===== src/wtt_pkg.sv =====
// Purpose: Shared constants for the write turnaround timing block.
// Assumes: Register words are 32 bits wide at byte offsets.
// Notes: Command codes and register offsets are local choices.

// ****************************************
// Package
// ****************************************
package wtt_pkg;
  localparam int unsigned CLOCK_MHZ = 125;
  localparam int unsigned LINK_PERIOD_NS = 64;
  localparam int unsigned FIFO_WIDTH = 8;
  localparam int unsigned FIFO_DEPTH = 32;
  localparam int unsigned PIN_COUNT = 19;
  localparam logic [7:0] OFF_MODE = 8'h00;
  localparam logic [7:0] OFF_LATENCY = 8'h04;
  localparam logic [7:0] OFF_RECOVERY = 8'h08;
  localparam logic [7:0] OFF_WTR = 8'h0c;
  localparam logic [7:0] OFF_STATUS = 8'h10;
  localparam int unsigned MODE_BURST_LSB = 0;
  localparam int unsigned MODE_DBI_BIT = 2;
  localparam int unsigned AL_LSB = 0;
  localparam int unsigned CWL_LSB = 8;
  localparam int unsigned WR_LSB = 0;
  localparam int unsigned WR_DBI_LSB = 8;
  localparam int unsigned WTR_S_LSB = 0;
  localparam int unsigned WTR_L_LSB = 8;
  localparam int unsigned ST_READ_EARLY = 2;
  localparam int unsigned ST_PRE_EARLY = 3;
  localparam int unsigned ST_OVERFLOW = 4;
  localparam logic [1:0] BURST_FIXED8 = 2'h0;
  localparam logic [1:0] BURST_OTF = 2'h1;
  localparam logic [1:0] BURST_FIXED4 = 2'h2;
  localparam logic [2:0] CMD_WRITE = 3'h0;
  localparam logic [2:0] CMD_READ = 3'h1;
  localparam logic [2:0] CMD_PRECHARGE = 3'h2;
  localparam logic [2:0] CMD_ACTIVATE = 3'h3;
  localparam logic [3:0] BEATS_EIGHT = 4'h8;
  localparam logic [3:0] BEATS_FOUR = 4'h4;
  localparam logic [2:0] RESET_MODE = 3'h0;
  localparam logic [4:0] RESET_AL = 5'h00;
  localparam logic [4:0] RESET_CWL = 5'h09;
  localparam logic [7:0] RESET_WR = 8'h0c;
  localparam logic [7:0] RESET_WR_DBI = 8'h0d;
  localparam logic [7:0] RESET_WTR_S = 8'h02;
  localparam logic [7:0] RESET_WTR_L = 8'h06;
  typedef enum logic [1:0] {WTT_IDLE, WTT_LATENCY, WTT_BURST, WTT_RECOVERY} wtt_state_t;
endpackage : wtt_pkg


===== src/wtt_fifo.sv =====
// Purpose: Write data buffer with registered read data.
// Assumes: One clock; push only while in_ready is high.
// Notes: Output stage is a register so out_data and out_valid are flops.

`timescale 1ns/1ps
`default_nettype none

module wtt_fifo #(
  parameter int unsigned WIDTH = 8,
  parameter int unsigned DEPTH = 32
) (
  input wire logic clock,
  input wire logic rstn,
  input wire logic in_valid,
  output logic in_ready,
  input wire logic [WIDTH-1:0] in_data,
  output logic out_valid,
  input wire logic out_ready,
  output logic [WIDTH-1:0] out_data
);
  localparam int unsigned AW = $clog2(DEPTH);

  logic [WIDTH-1:0] mem [DEPTH];
  logic [AW-1:0] wptr;
  logic [AW-1:0] rptr;
  logic [AW:0] count;
  wire logic push;
  wire logic pop;

  assign in_ready = (count != (AW+1)'(DEPTH));
  assign push = in_valid && in_ready;
  assign pop = (count != '0) && (!out_valid || out_ready);

  always_ff @(posedge clock)
  begin
    if (push)
    begin
      mem[wptr] <= in_data;
    end
  end

  always_ff @(posedge clock or negedge rstn)
  begin
    if (!rstn)
    begin
      wptr <= '0;
      rptr <= '0;
      count <= '0;
      out_valid <= 1'b0;
      out_data <= '0;
    end
    else
    begin
      if (push)
      begin
        wptr <= wptr + 1'b1;
      end
      if (pop)
      begin
        rptr <= rptr + 1'b1;
        out_data <= mem[rptr];
      end
      count <= count + (AW+1)'(push) - (AW+1)'(pop);
      if (pop)
      begin
        out_valid <= 1'b1;
      end
      else if (out_ready)
      begin
        out_valid <= 1'b0;
      end
    end
  end
endmodule : wtt_fifo

`default_nettype wire


===== src/wtt_write_turnaround.sv =====
// Purpose: Device-side write burst, recovery and write-to-read turnaround timing.
// Assumes: Link pins are asynchronous and sampled at the core clock.
// Notes: One write burst is tracked at a time; a new write restarts tracking.
//
// Function
// - Eight beats for mode 00, or 01 with bit high.
// - Mode 01 with bit low gives four-beat chop.
// - Mode 10 always gives four-beat chop.
// - Write latency is additive plus cas write latency.
// - Auto precharge starts after recovery from last beat.
//
// Design decisions made here: the address map and the address-and-strobe port.

`timescale 1ns/1ps
`default_nettype none

module wtt_write_turnaround (
  input wire logic clock,
  input wire logic rstn,
  input wire logic [7:0] reg_addr,
  input wire logic [31:0] reg_wdata,
  input wire logic reg_write,
  input wire logic reg_read,
  output logic [31:0] reg_rdata,
  input wire logic link_clk,
  input wire logic cmd_select_n,
  input wire logic [2:0] cmd_code,
  input wire logic [1:0] bank_group,
  input wire logic [1:0] bank,
  input wire logic burst_chop_select_address_bit,
  input wire logic auto_precharge,
  input wire logic [7:0] dq,
  output logic [7:0] wdata_out,
  output logic wdata_valid,
  input wire logic wdata_ready,
  output logic internal_precharge,
  output logic [3:0] precharge_bank
);
  // ****************************************
  // Pin sampling
  // ****************************************
  logic [wtt_pkg::PIN_COUNT-1:0] s1;
  logic [wtt_pkg::PIN_COUNT-1:0] s2;
  logic [wtt_pkg::PIN_COUNT-1:0] s3;
  logic [wtt_pkg::PIN_COUNT-1:0] pins;
  logic clk_prev;
  wire logic [wtt_pkg::PIN_COUNT-1:0] raw_pins = {link_clk, cmd_select_n, cmd_code, bank_group, bank,
                                                  burst_chop_select_address_bit, auto_precharge, dq};

  // A pin changes only once the second and third stages agree.
  always_ff @(posedge clock or negedge rstn)
  begin
    if (!rstn)
    begin
      s1 <= '0;
      s2 <= '0;
      s3 <= '0;
      pins <= '0;
      clk_prev <= 1'b0;
    end
    else
    begin
      s1 <= raw_pins;
      s2 <= s1;
      s3 <= s2;
      pins <= (s2 & s3) | (pins & (s2 ^ s3));
      clk_prev <= pins[18];
    end
  end

  wire logic rise = pins[18] && !clk_prev;
  wire logic fall = !pins[18] && clk_prev;
  wire logic p_sel = !pins[17];
  wire logic [2:0] p_cmd = pins[16:14];
  wire logic [1:0] p_group = pins[13:12];
  wire logic [1:0] p_bank = pins[11:10];
  wire logic p_chop_bit = pins[9];
  wire logic p_ap = pins[8];
  wire logic [7:0] p_dq = pins[7:0];

  // ****************************************
  // Registers
  // ****************************************
  logic [2:0] mode_reg;
  logic [4:0] al_reg;
  logic [4:0] cwl_reg;
  logic [7:0] wr_reg;
  logic [7:0] wr_dbi_reg;
  logic [7:0] wtr_s_reg;
  logic [7:0] wtr_l_reg;
  logic [2:0] sticky;

  wire logic sel_mode = (reg_addr == wtt_pkg::OFF_MODE);
  wire logic sel_lat = (reg_addr == wtt_pkg::OFF_LATENCY);
  wire logic sel_rec = (reg_addr == wtt_pkg::OFF_RECOVERY);
  wire logic sel_wtr = (reg_addr == wtt_pkg::OFF_WTR);
  wire logic sel_stat = (reg_addr == wtt_pkg::OFF_STATUS);

  wtt_pkg::wtt_state_t state;
  logic burst_four;
  wire logic [31:0] status_word = {26'h0, sticky, burst_four, state};
  wire logic [31:0] read_mux = sel_mode ? {29'h0, mode_reg} :
                               sel_lat ? {19'h0, cwl_reg, 3'h0, al_reg} :
                               sel_rec ? {16'h0, wr_dbi_reg, wr_reg} :
                               sel_wtr ? {16'h0, wtr_l_reg, wtr_s_reg} :
                               sel_stat ? status_word : 32'h0;

  always_ff @(posedge clock or negedge rstn)
  begin
    if (!rstn)
    begin
      mode_reg <= wtt_pkg::RESET_MODE;
      al_reg <= wtt_pkg::RESET_AL;
      cwl_reg <= wtt_pkg::RESET_CWL;
      wr_reg <= wtt_pkg::RESET_WR;
      wr_dbi_reg <= wtt_pkg::RESET_WR_DBI;
      wtr_s_reg <= wtt_pkg::RESET_WTR_S;
      wtr_l_reg <= wtt_pkg::RESET_WTR_L;
      reg_rdata <= 32'h0;
    end
    else
    begin
      reg_rdata <= reg_read ? read_mux : 32'h0;
      if (reg_write && sel_mode)
      begin
        mode_reg <= reg_wdata[2:0];
      end
      if (reg_write && sel_lat)
      begin
        al_reg <= reg_wdata[wtt_pkg::AL_LSB +: 5];
        cwl_reg <= reg_wdata[wtt_pkg::CWL_LSB +: 5];
      end
      if (reg_write && sel_rec)
      begin
        wr_reg <= reg_wdata[wtt_pkg::WR_LSB +: 8];
        wr_dbi_reg <= reg_wdata[wtt_pkg::WR_DBI_LSB +: 8];
      end
      if (reg_write && sel_wtr)
      begin
        wtr_s_reg <= reg_wdata[wtt_pkg::WTR_S_LSB +: 8];
        wtr_l_reg <= reg_wdata[wtt_pkg::WTR_L_LSB +: 8];
      end
    end
  end

  // ****************************************
  // Burst length and latency
  // ****************************************
  wire logic [1:0] burst_mode = mode_reg[wtt_pkg::MODE_BURST_LSB +: 2];
  wire logic dbi_on = mode_reg[wtt_pkg::MODE_DBI_BIT];
  wire logic cmd_chop = (burst_mode == wtt_pkg::BURST_FIXED4) ||
                        (burst_mode == wtt_pkg::BURST_OTF && !p_chop_bit);
  wire logic [5:0] write_latency = 6'(al_reg) + 6'(cwl_reg);
  wire logic [7:0] recovery = dbi_on ? wr_dbi_reg : wr_reg;
  wire logic cmd_taken = rise && p_sel;

  // ****************************************
  // Burst tracking
  // ****************************************
  logic [5:0] lat_cnt;
  logic [3:0] beat_cnt;
  logic [7:0] rec_cnt;
  logic [7:0] since;
  logic track;
  logic first_rise;
  logic wr_ap;
  logic [1:0] wr_group;
  logic [1:0] wr_bank;
  wire logic [3:0] beats = burst_four ? wtt_pkg::BEATS_FOUR : wtt_pkg::BEATS_EIGHT;
  wire logic beat_now = (state == wtt_pkg::WTT_BURST) && (rise || fall);
  wire logic fifo_ready;
  wire logic data_start = rise && state == wtt_pkg::WTT_LATENCY && lat_cnt == 6'h01;
  wire logic push = beat_now || data_start;
  wire logic last_beat = beat_now && beat_cnt == beats - 4'h1;
  wire logic [7:0] wtr_need = (p_group == wr_group) ? wtr_l_reg : wtr_s_reg;
  wire logic read_early = cmd_taken && p_cmd == wtt_pkg::CMD_READ && track && since < wtr_need;
  wire logic pre_early = cmd_taken && p_cmd == wtt_pkg::CMD_PRECHARGE && track &&
                         p_group == wr_group && p_bank == wr_bank && since < recovery;
  wire logic new_write = cmd_taken && p_cmd == wtt_pkg::CMD_WRITE;
  wire logic [2:0] sticky_set = {push && !fifo_ready, pre_early, read_early};
  wire logic [2:0] sticky_clr = (reg_write && sel_stat) ? reg_wdata[wtt_pkg::ST_OVERFLOW:wtt_pkg::ST_READ_EARLY] : 3'h0;
  wire logic fire = rise && state == wtt_pkg::WTT_RECOVERY && !first_rise && rec_cnt <= 8'h01;

  always_ff @(posedge clock or negedge rstn)
  begin
    if (!rstn)
    begin
      state <= wtt_pkg::WTT_IDLE;
      lat_cnt <= 6'h00;
      beat_cnt <= 4'h0;
      rec_cnt <= 8'h00;
      since <= 8'h00;
      track <= 1'b0;
      first_rise <= 1'b0;
      burst_four <= 1'b0;
      wr_ap <= 1'b0;
      wr_group <= 2'h0;
      wr_bank <= 2'h0;
      sticky <= 3'h0;
      internal_precharge <= 1'b0;
      precharge_bank <= 4'h0;
    end
    else
    begin
      // Set wins over a software clear in the same cycle.
      sticky <= (sticky & ~sticky_clr) | sticky_set;
      internal_precharge <= fire && wr_ap;
      if (fire)
      begin
        precharge_bank <= {wr_group, wr_bank};
      end
      if (rise && track && since != 8'hff)
      begin
        since <= since + 8'h01;
      end
      if (new_write)
      begin
        state <= wtt_pkg::WTT_LATENCY;
        lat_cnt <= write_latency;
        burst_four <= cmd_chop;
        wr_ap <= p_ap;
        wr_group <= p_group;
        wr_bank <= p_bank;
        track <= 1'b0;
      end
      else
      begin
        case (state)
          wtt_pkg::WTT_LATENCY:
          begin
            if (data_start)
            begin
              state <= wtt_pkg::WTT_BURST;
              beat_cnt <= 4'h1;
            end
            else if (rise)
            begin
              lat_cnt <= lat_cnt - 6'h01;
            end
          end
          wtt_pkg::WTT_BURST:
          begin
            if (last_beat)
            begin
              state <= wtt_pkg::WTT_RECOVERY;
              first_rise <= 1'b1;
            end
            else if (beat_now)
            begin
              beat_cnt <= beat_cnt + 4'h1;
            end
          end
          wtt_pkg::WTT_RECOVERY:
          begin
            // Recovery and turnaround are counted from the first rise after the last beat.
            if (rise && first_rise)
            begin
              first_rise <= 1'b0;
              rec_cnt <= recovery;
              since <= 8'h00;
              track <= 1'b1;
            end
            else if (fire)
            begin
              state <= wtt_pkg::WTT_IDLE;
            end
            else if (rise)
            begin
              rec_cnt <= rec_cnt - 8'h01;
            end
          end
          default:
          begin
            state <= wtt_pkg::WTT_IDLE;
          end
        endcase
      end
    end
  end

  // ****************************************
  // Write data buffer
  // ****************************************
  wtt_fifo #(
    .WIDTH(wtt_pkg::FIFO_WIDTH),
    .DEPTH(wtt_pkg::FIFO_DEPTH)
  ) u_fifo (
    .clock(clock),
    .rstn(rstn),
    .in_valid(push),
    .in_ready(fifo_ready),
    .in_data(p_dq),
    .out_valid(wdata_valid),
    .out_ready(wdata_ready),
    .out_data(wdata_out)
  );
endmodule : wtt_write_turnaround

`default_nettype wire


===== config.mk =====
export PLATFORM = sky130hd
export DESIGN_NAME = wtt_write_turnaround
export DESIGN_NICKNAME = d
export VERILOG_FILES = /design/src/wtt_pkg.sv /design/src/wtt_fifo.sv /design/src/wtt_write_turnaround.sv
export SDC_FILE = /design/constraint.sdc
export NUM_CORES = 1
export LEC_CHECK = 0
export BUFFER_PORTS_ARGS = -buffer_cell sky130_fd_sc_hd__buf_2
export CAP_MARGIN = 20
export CORE_MARGIN = 2
export CORE_UTILIZATION = 25
export DETAILED_ROUTE_END_ITERATION = 12
export HOLD_SLACK_MARGIN = 0.05
export SLEW_MARGIN = 25
export SYNTH_ARGS = -nofsm -noshare
export SYNTH_HDL_FRONTEND = slang
export SYNTH_SLANG_ARGS = --single-unit

===== constraint.sdc =====
create_clock -name clock -period 3.5 [get_ports clock]
set_clock_uncertainty 0.15 [all_clocks]
set_input_delay 0.525 -clock clock [delete_from_list [all_inputs] [get_ports clock]]
set_output_delay 0.525 -clock clock [all_outputs]
set_load 0.02 [all_outputs]

; ---- Word level (Yosys, flattened, before mapping)
; Memory sizes are Yosys's and may differ from the RTL's. A register that Yosys moved wholly into a read port is not among the register bits.
; Cells that the tools add are included.
[word_totals]
ff_bits = 199
latch_bits = 0
ram_bits = 256
romBits = 0
input_bits = 64
output_inout_bits = 46
elab_cells = 183
mem_count = 1
[memory_table]
columns = name, depth, word_bits, read_ports, rd_clocked_by_memory_dff, write_ports, line
row1 = u_fifo.mem, 32, 8, 1, 1, 1, wtt_fifo.sv:23  ; logic [WIDTH-1:0] mem [DEPTH];
[classes]
addsub = 10
n_mul = 0
n_div = 0
magnitude_cmp = 3
n_eq_ne = 28
n_shift = 0
mux = 41
n_bitwise = 8
n_reduce_logical = 61
[op_table]
columns = operator, count
row1 = 16-bit 2-to-1 mux, 5
row2 = 8-bit 2-to-1 mux, 9
row3 = 19-bit AND, 2
row4 = 1-bit logical AND, 32
row5 = 6-bit 2-to-1 mux, 5
row6 = 19-bit bitwise OR, 1
row7 = 19-bit bitwise XOR, 1
row8 = "8-bit by 4-bit equality test with 1-bit output, second input constant", 2
row9 = 8-bit less-than comparator, 2
row10 = 4-bit 2-to-1 mux, 4
row11 = 2-bit nonzero test, 8
row12 = "3-bit inequality test, second input constant", 4
row13 = 4-bit AND reduction, 3
row14 = "5-bit by 1-bit adder with 5-bit output, second input constant", 2
row15 = 2-bit 2-to-1 mux, 5
row16 = 1-bit 2-to-1 mux, 9
row17 = "8-bit by 1-bit adder with 8-bit output, second input constant", 1
row18 = "8-bit by 3-bit equality test with 1-bit output, second input constant", 1
row19 = "8-bit by 5-bit equality test with 1-bit output, second input constant", 1
row20 = "8-bit by 1-bit <= comparator with 1-bit output, second input constant", 1
row21 = 1-bit zero test, 8
row22 = 8-bit zero test, 1
row23 = "2-bit inequality test, second input constant", 4
row24 = "8-bit inequality test, second input constant", 1
row25 = other kinds (30), 39

; ---- Depth between registers and ports, before layout
[logic_depth]
depth_word = 9
ltp_mapped = 15
ltp_nobuf = 14

; ---- Modules after synthesis
; A second synthesis with hierarchy kept.
[hier_totals]
cells_unflattened = 1278
hier_area_um2 = 19452.4
[modules_own_cells]
columns = module, instances, cells_each, area_each_um2, seq_area_each_um2
row1 = wtt_fifo, 1, 598, 11223.3, 8313.0
row2 = wtt_write_turnaround, 1, 680, 8229.1, 4566.9

; ---- Least setup slack after synthesis
; OpenSTA, ideal clock, no wires.
[synth_timing]
path_type = reg-to-reg
start = reg u_fifo.count[2]
end = reg u_fifo.count[4]
arrival_ns = 2.624
required_ns = 3.228
slack_ns = 0.603
stages_incl_launch_ff = 16
path_cell_list = dfrtp_1 -> inv_1 -> ha_1 -> nor4bb_1 -> a21oi_1 -> clkbuf_1 -> ha_1 -> inv_1 -> ha_1 -> inv_1 -> fa_1 -> inv_1 -> a21oi_1 -> nor2_1 -> nor2_1 -> xnor2_1
[synth_via]
elab_cells_between_ends = 6
[synth_lines]
columns = element, line
row1 = from (decl), wtt_fifo.sv:26  ; logic [AW:0] count;
row2 = from (signal assigned), wtt_fifo.sv:63  ; count <= count + (AW+1)'(push) - (AW+1)'(pop);
row3 = 6-bit nonzero test, wtt_fifo.sv:32  ; assign pop = (count != '0) && (!out_valid || out_ready);
row4 = 1-bit logical AND, wtt_fifo.sv:32
row5 = via u_fifo.pop, wtt_fifo.sv:28  ; wire logic pop;
row6 = 6-bit by 1-bit subtractor with 6-bit output, wtt_fifo.sv:63
; The timed path passes the listed nets, and every way through them passes these cells.
; A chain may end at the register's enable or synchronous reset.

; ---- Worst setup path after layout
[layout_timing]
start = reg lat_cnt[1]
end = mem u_fifo.mem[0][1], enable pin
[layout_via]
elab_chain_len = 6
[layout_rtl]
columns = element, line
row1 = from (decl), wtt_write_turnaround.sv:160  ; logic [5:0] lat_cnt;
row2 = from (signal assigned), wtt_write_turnaround.sv:219  ; lat_cnt <= write_latency;
row3 = from (signal assigned), wtt_write_turnaround.sv:238  ; lat_cnt <= lat_cnt - 6'h01;
row4 = 6-bit by 1-bit equality test with 1-bit output, wtt_write_turnaround.sv:172  ; wire logic data_start = rise && state == wtt_pkg::WTT_LATENCY && lat_cnt == 6'h01;
row5 = 1-bit logical AND, wtt_write_turnaround.sv:172
row6 = 1-bit logical OR, wtt_write_turnaround.sv:173  ; wire logic push = beat_now || data_start;
row7 = 1-bit logical AND, wtt_fifo.sv:31  ; assign push = in_valid && in_ready;
row8 = 1-bit 2-to-1 mux, wtt_fifo.sv:36  ; if (push)
row9 = 1-bit 2-to-1 mux (implied by the code), wtt_fifo.sv:38  ; mem[wptr] <= in_data;
row10 = to (decl), wtt_fifo.sv:23
; No other way between the ends.

==> key figures <==
Run status
  • Status: finished, final reports clean

Clocking
  • CTS Sinks: ~460
  • Clock transition at path regs: 0.06 ns
  • CTS Buffer Depth: 3
  • Cts bufs inserted: 47
  • CTS H-tree lvls: 2
  • Clk root buf: clkbuf_16
  • CTS tree: yes
  • Worst skew pair latency: 0.57 ns
  • Postcts setup bufs: 0

Setup path
  • Critical R2R Launch: lat_cnt[1]$_DFFE_PN0P_
  • Setup crit start: lat_cnt[1]$_DFFE_PN0P_
  • Type of the worst setup path: reg -> reg
  • WP data required: 3.61 ns
  • Critical Path Start Type: flip-flop
  • Critical-path maximum fanout: 9
  • Worst setup EP type: flip-flop
  • Critical path data arrival time: 3.24 ns

Cells and area
  • Biggest register: u_fifo.mem
  • # diodes: 0
  • P&R area growth vs syn: 19.8%
  • Max FFs per register: 256
  • Design Area, Final: 22900 sq um
  • Fin nets: 1529
  • Layout cells sized above 1: 23.3%

Logic synthesis
  • Top area cells in the synthesized netlist: edfxtp_1 (40%), dfrtp_1 (26%), mux4_2 (4.7%)
  • Post-synth ARST share: 44.7%
  • FF+latch count, synth: 463
  • Distinct cells, synth: 69
  • Ys Warns: 0
  • Yosys top cell area share: between 40 and 50%
  • Top_reg_cell synth: edfxtp_1
  • Post-synthesis cell count: approximately 1200
  • Mapped Area: 19100 sq um
  • Share of the yosys chip area belonging to registers: 67.5%
  • Post-synth EDFFs: 256
  • Synth cell count leaders: edfxtp_1 (256), dfrtp_1 (197), nor2_1 (92), mux2i_1 (83), ha_1 (62)
  • Cell taking the most area after synthesis: edfxtp_1
  • Syn_area_per_cell: approximately 15 sq um
  • Most frequent cell after synthesis: edfxtp_1

Drt
  • Final antenna-violating net count: 0
  • Vias per cell: 4.49
  • Via Count: 10848
  • Drt pass-1 iters: 5
  • # DRC: 0
  • Routed WL per cell: 17.6 um
  • Iter 0 DRT Violations: 709
  • Final WL: 42400 um

STA
  • Relative slew slack: 39.5%
  • Least-Margin Pin Slew: 0.905 ns
  • Final setup vio count: 0
  • Final Max Tran Viols: 0
  • RSZ-0062 raised after global routing: no
  • Min Clock Period, post-route: ~3.1 ns
  • Crit share post-route: 89.4%
  • FMAX: between 300 and 400 MHz
  • Setup tns final: 0 ns
  • Hold Fails Final Rpt: 0

Floorplanning
  • Die W: 280 um
  • Core ar.: between 70000 and 80000 sq um
  • Initial Utilization: 25.2%
  • Row cnt: approximately 100
  • I/O Pins: 110
  • Total Die Area: 78600 sq um
  • Die height: about 280 um

Run
  • Max cap viols: 0

GRT
  • GR Util All Layers: 10.8%
  • Antenna violations before repair: 0
  • Pin count of the biggest net entering global routing: 83
  • First-pass GRT wire length: 66000 um
  • Vias in the first global route: 11169
  • GRT Residual Overflow: 0

Placement
  • Routability congestion estimate: 0.837
  • Post-detail-place hpwl: about 28000 um
  • DP Area: roughly 21000 sq um
  • Port bufs: between 70 and 80

Pwr
  • Pwr/cell area: 695 nW/um^2
  • Leak: approximately 9.0 nW
  • VDD IR-drop max: 0.350 mV

Hold path
  • Hold path startpoint: reg_wdata[5]
  • Hold Crit Class: in -> reg
[path summary, 6_finish.rpt]
kind	slack [ns]	endpoint	depth (start not counted)
setup / recovery	0.37	u_fifo.mem[0][1]$_DFFE_PP_	9
hold / removal	0.08	wr_reg[5]$_DFFE_PN0P_	2
setup reg to reg	0.37	u_fifo.mem[0][1]$_DFFE_PP_	9
hold reg to reg	0.19	s2[7]$_DFF_PN0_	0
max in group asynchronous	2.06	internal_precharge$_DFF_PN0_	3
min in group asynchronous	0.40	wtr_s_reg[4]$_DFFE_PN0P_	2
[per-stage QoR]
stage	utilization (%)	cells	hold WS [ns]	setup slack (ns)	power, mW
after floorplan	-	1257	0.0794	0.603	9.37
after global placement	27.6	2307	0.184	0.504	10.5
after detailed placement	27.6	2307	0.185	0.403	10.6
after CTS	30.2	2417	0.0516	0.364	16.1
after global routing	30.2	2417	0.0565	0.0860	16.7
final	30.2	2417	0.0764	0.369	15.9
[cells by family after synthesis]
group	count (synthesis)	share of synthesized area, %
DFF	463	67.5
and+or+nand+nor	235	5.86
AOI/OAI and AO/OA	181	6.57
muxes	180	12.4
buffers and inverters	95	2.33
adders and majority gates	64	4.27
xor gates and xnor gates	23	1.06
other	1	0.0196
[placed cells by master, fill, tap and decap left out, drive strengths merged, types with 8 or more instances in the layout]
cell type	netlist	final
a2111oi	8	8
a211oi	16	16
a21o	25	25
a21oi	23	23
a22o	9	9
a22oi	8	8
buf	34	135
bufinv	0	8
clkbuf	29	59
clkinv	0	14
conb	1	16
dfrtp	197	197
dfstp	10	10
dlygate4sd3	0	23
edfxtp	256	256
ha	62	62
inv	32	34
mux2	57	57
mux2i	83	83
mux4	40	40
nand2	52	52
nand3	20	20
nand4	8	8
nor2	92	92
nor2b	9	9
nor3	8	8
o21ai	27	27
o22ai	30	30
xnor2	15	15
xor2	8	8
[where the power goes]
part / internal (mW) / leakage, nW / switching [mW]
clock: 3.26 / 0.825 / 2.17
combinational: 1.65 / 3.33 / 1.97
sequential: 6.28 / 4.89 / 0.573
total: 11.2 / 9.04 / 4.70
[per-layer routing]
| layer | up-vias | part of all wire, % | wire, um | GRT usage (%) |
|---|---|---|---|---|
| met4 | 0 | 1.7 | 702 | 2.14 |
| met2 | 260 | 49 | 20600 | 18.0 |
| met3 | 58 | 4.8 | 2050 | 2.00 |
| li1 | 5008 | - | - | - |
| met1 | 5522 | 45 | 19000 | 14.6 |
| met5 | - | 0 | 0 | 0 |
[worst max-delay path, cell delays in order, from the launching register on]
cell      delay (ns)
dfrtp_1         0.40
inv_1           0.08
ha_1            0.15
nor4bb_1        0.59
a22oi_1         0.30
a21oi_2         0.22
buf_4           0.19
nand2_1         0.23
nor2_1          0.29
buf_4           0.23
[layout make-up]
| cell class | instances | area, sq um |
|---|---|---|
| timing repair buffer | 158 | 1110 |
| multi-input combinational | 699 | 5820 |
| sequential | 463 | 12900 |
| inverter | 32 | 120 |
| tap | 978 | 1220 |
| clock buffer | 59 | 1300 |
| fill | 7521 | 52900 |
| clock inverter | 28 | 405 |
[timing repair]
| action | CTS | global route |
|---|---|---|
| resized for setup | 0 | 0 |
| hold buffers | 23 | 0 |
| hold endpoints to repair | 102 | 0 |
No activity file was read; power rests on OpenSTA's default activity.
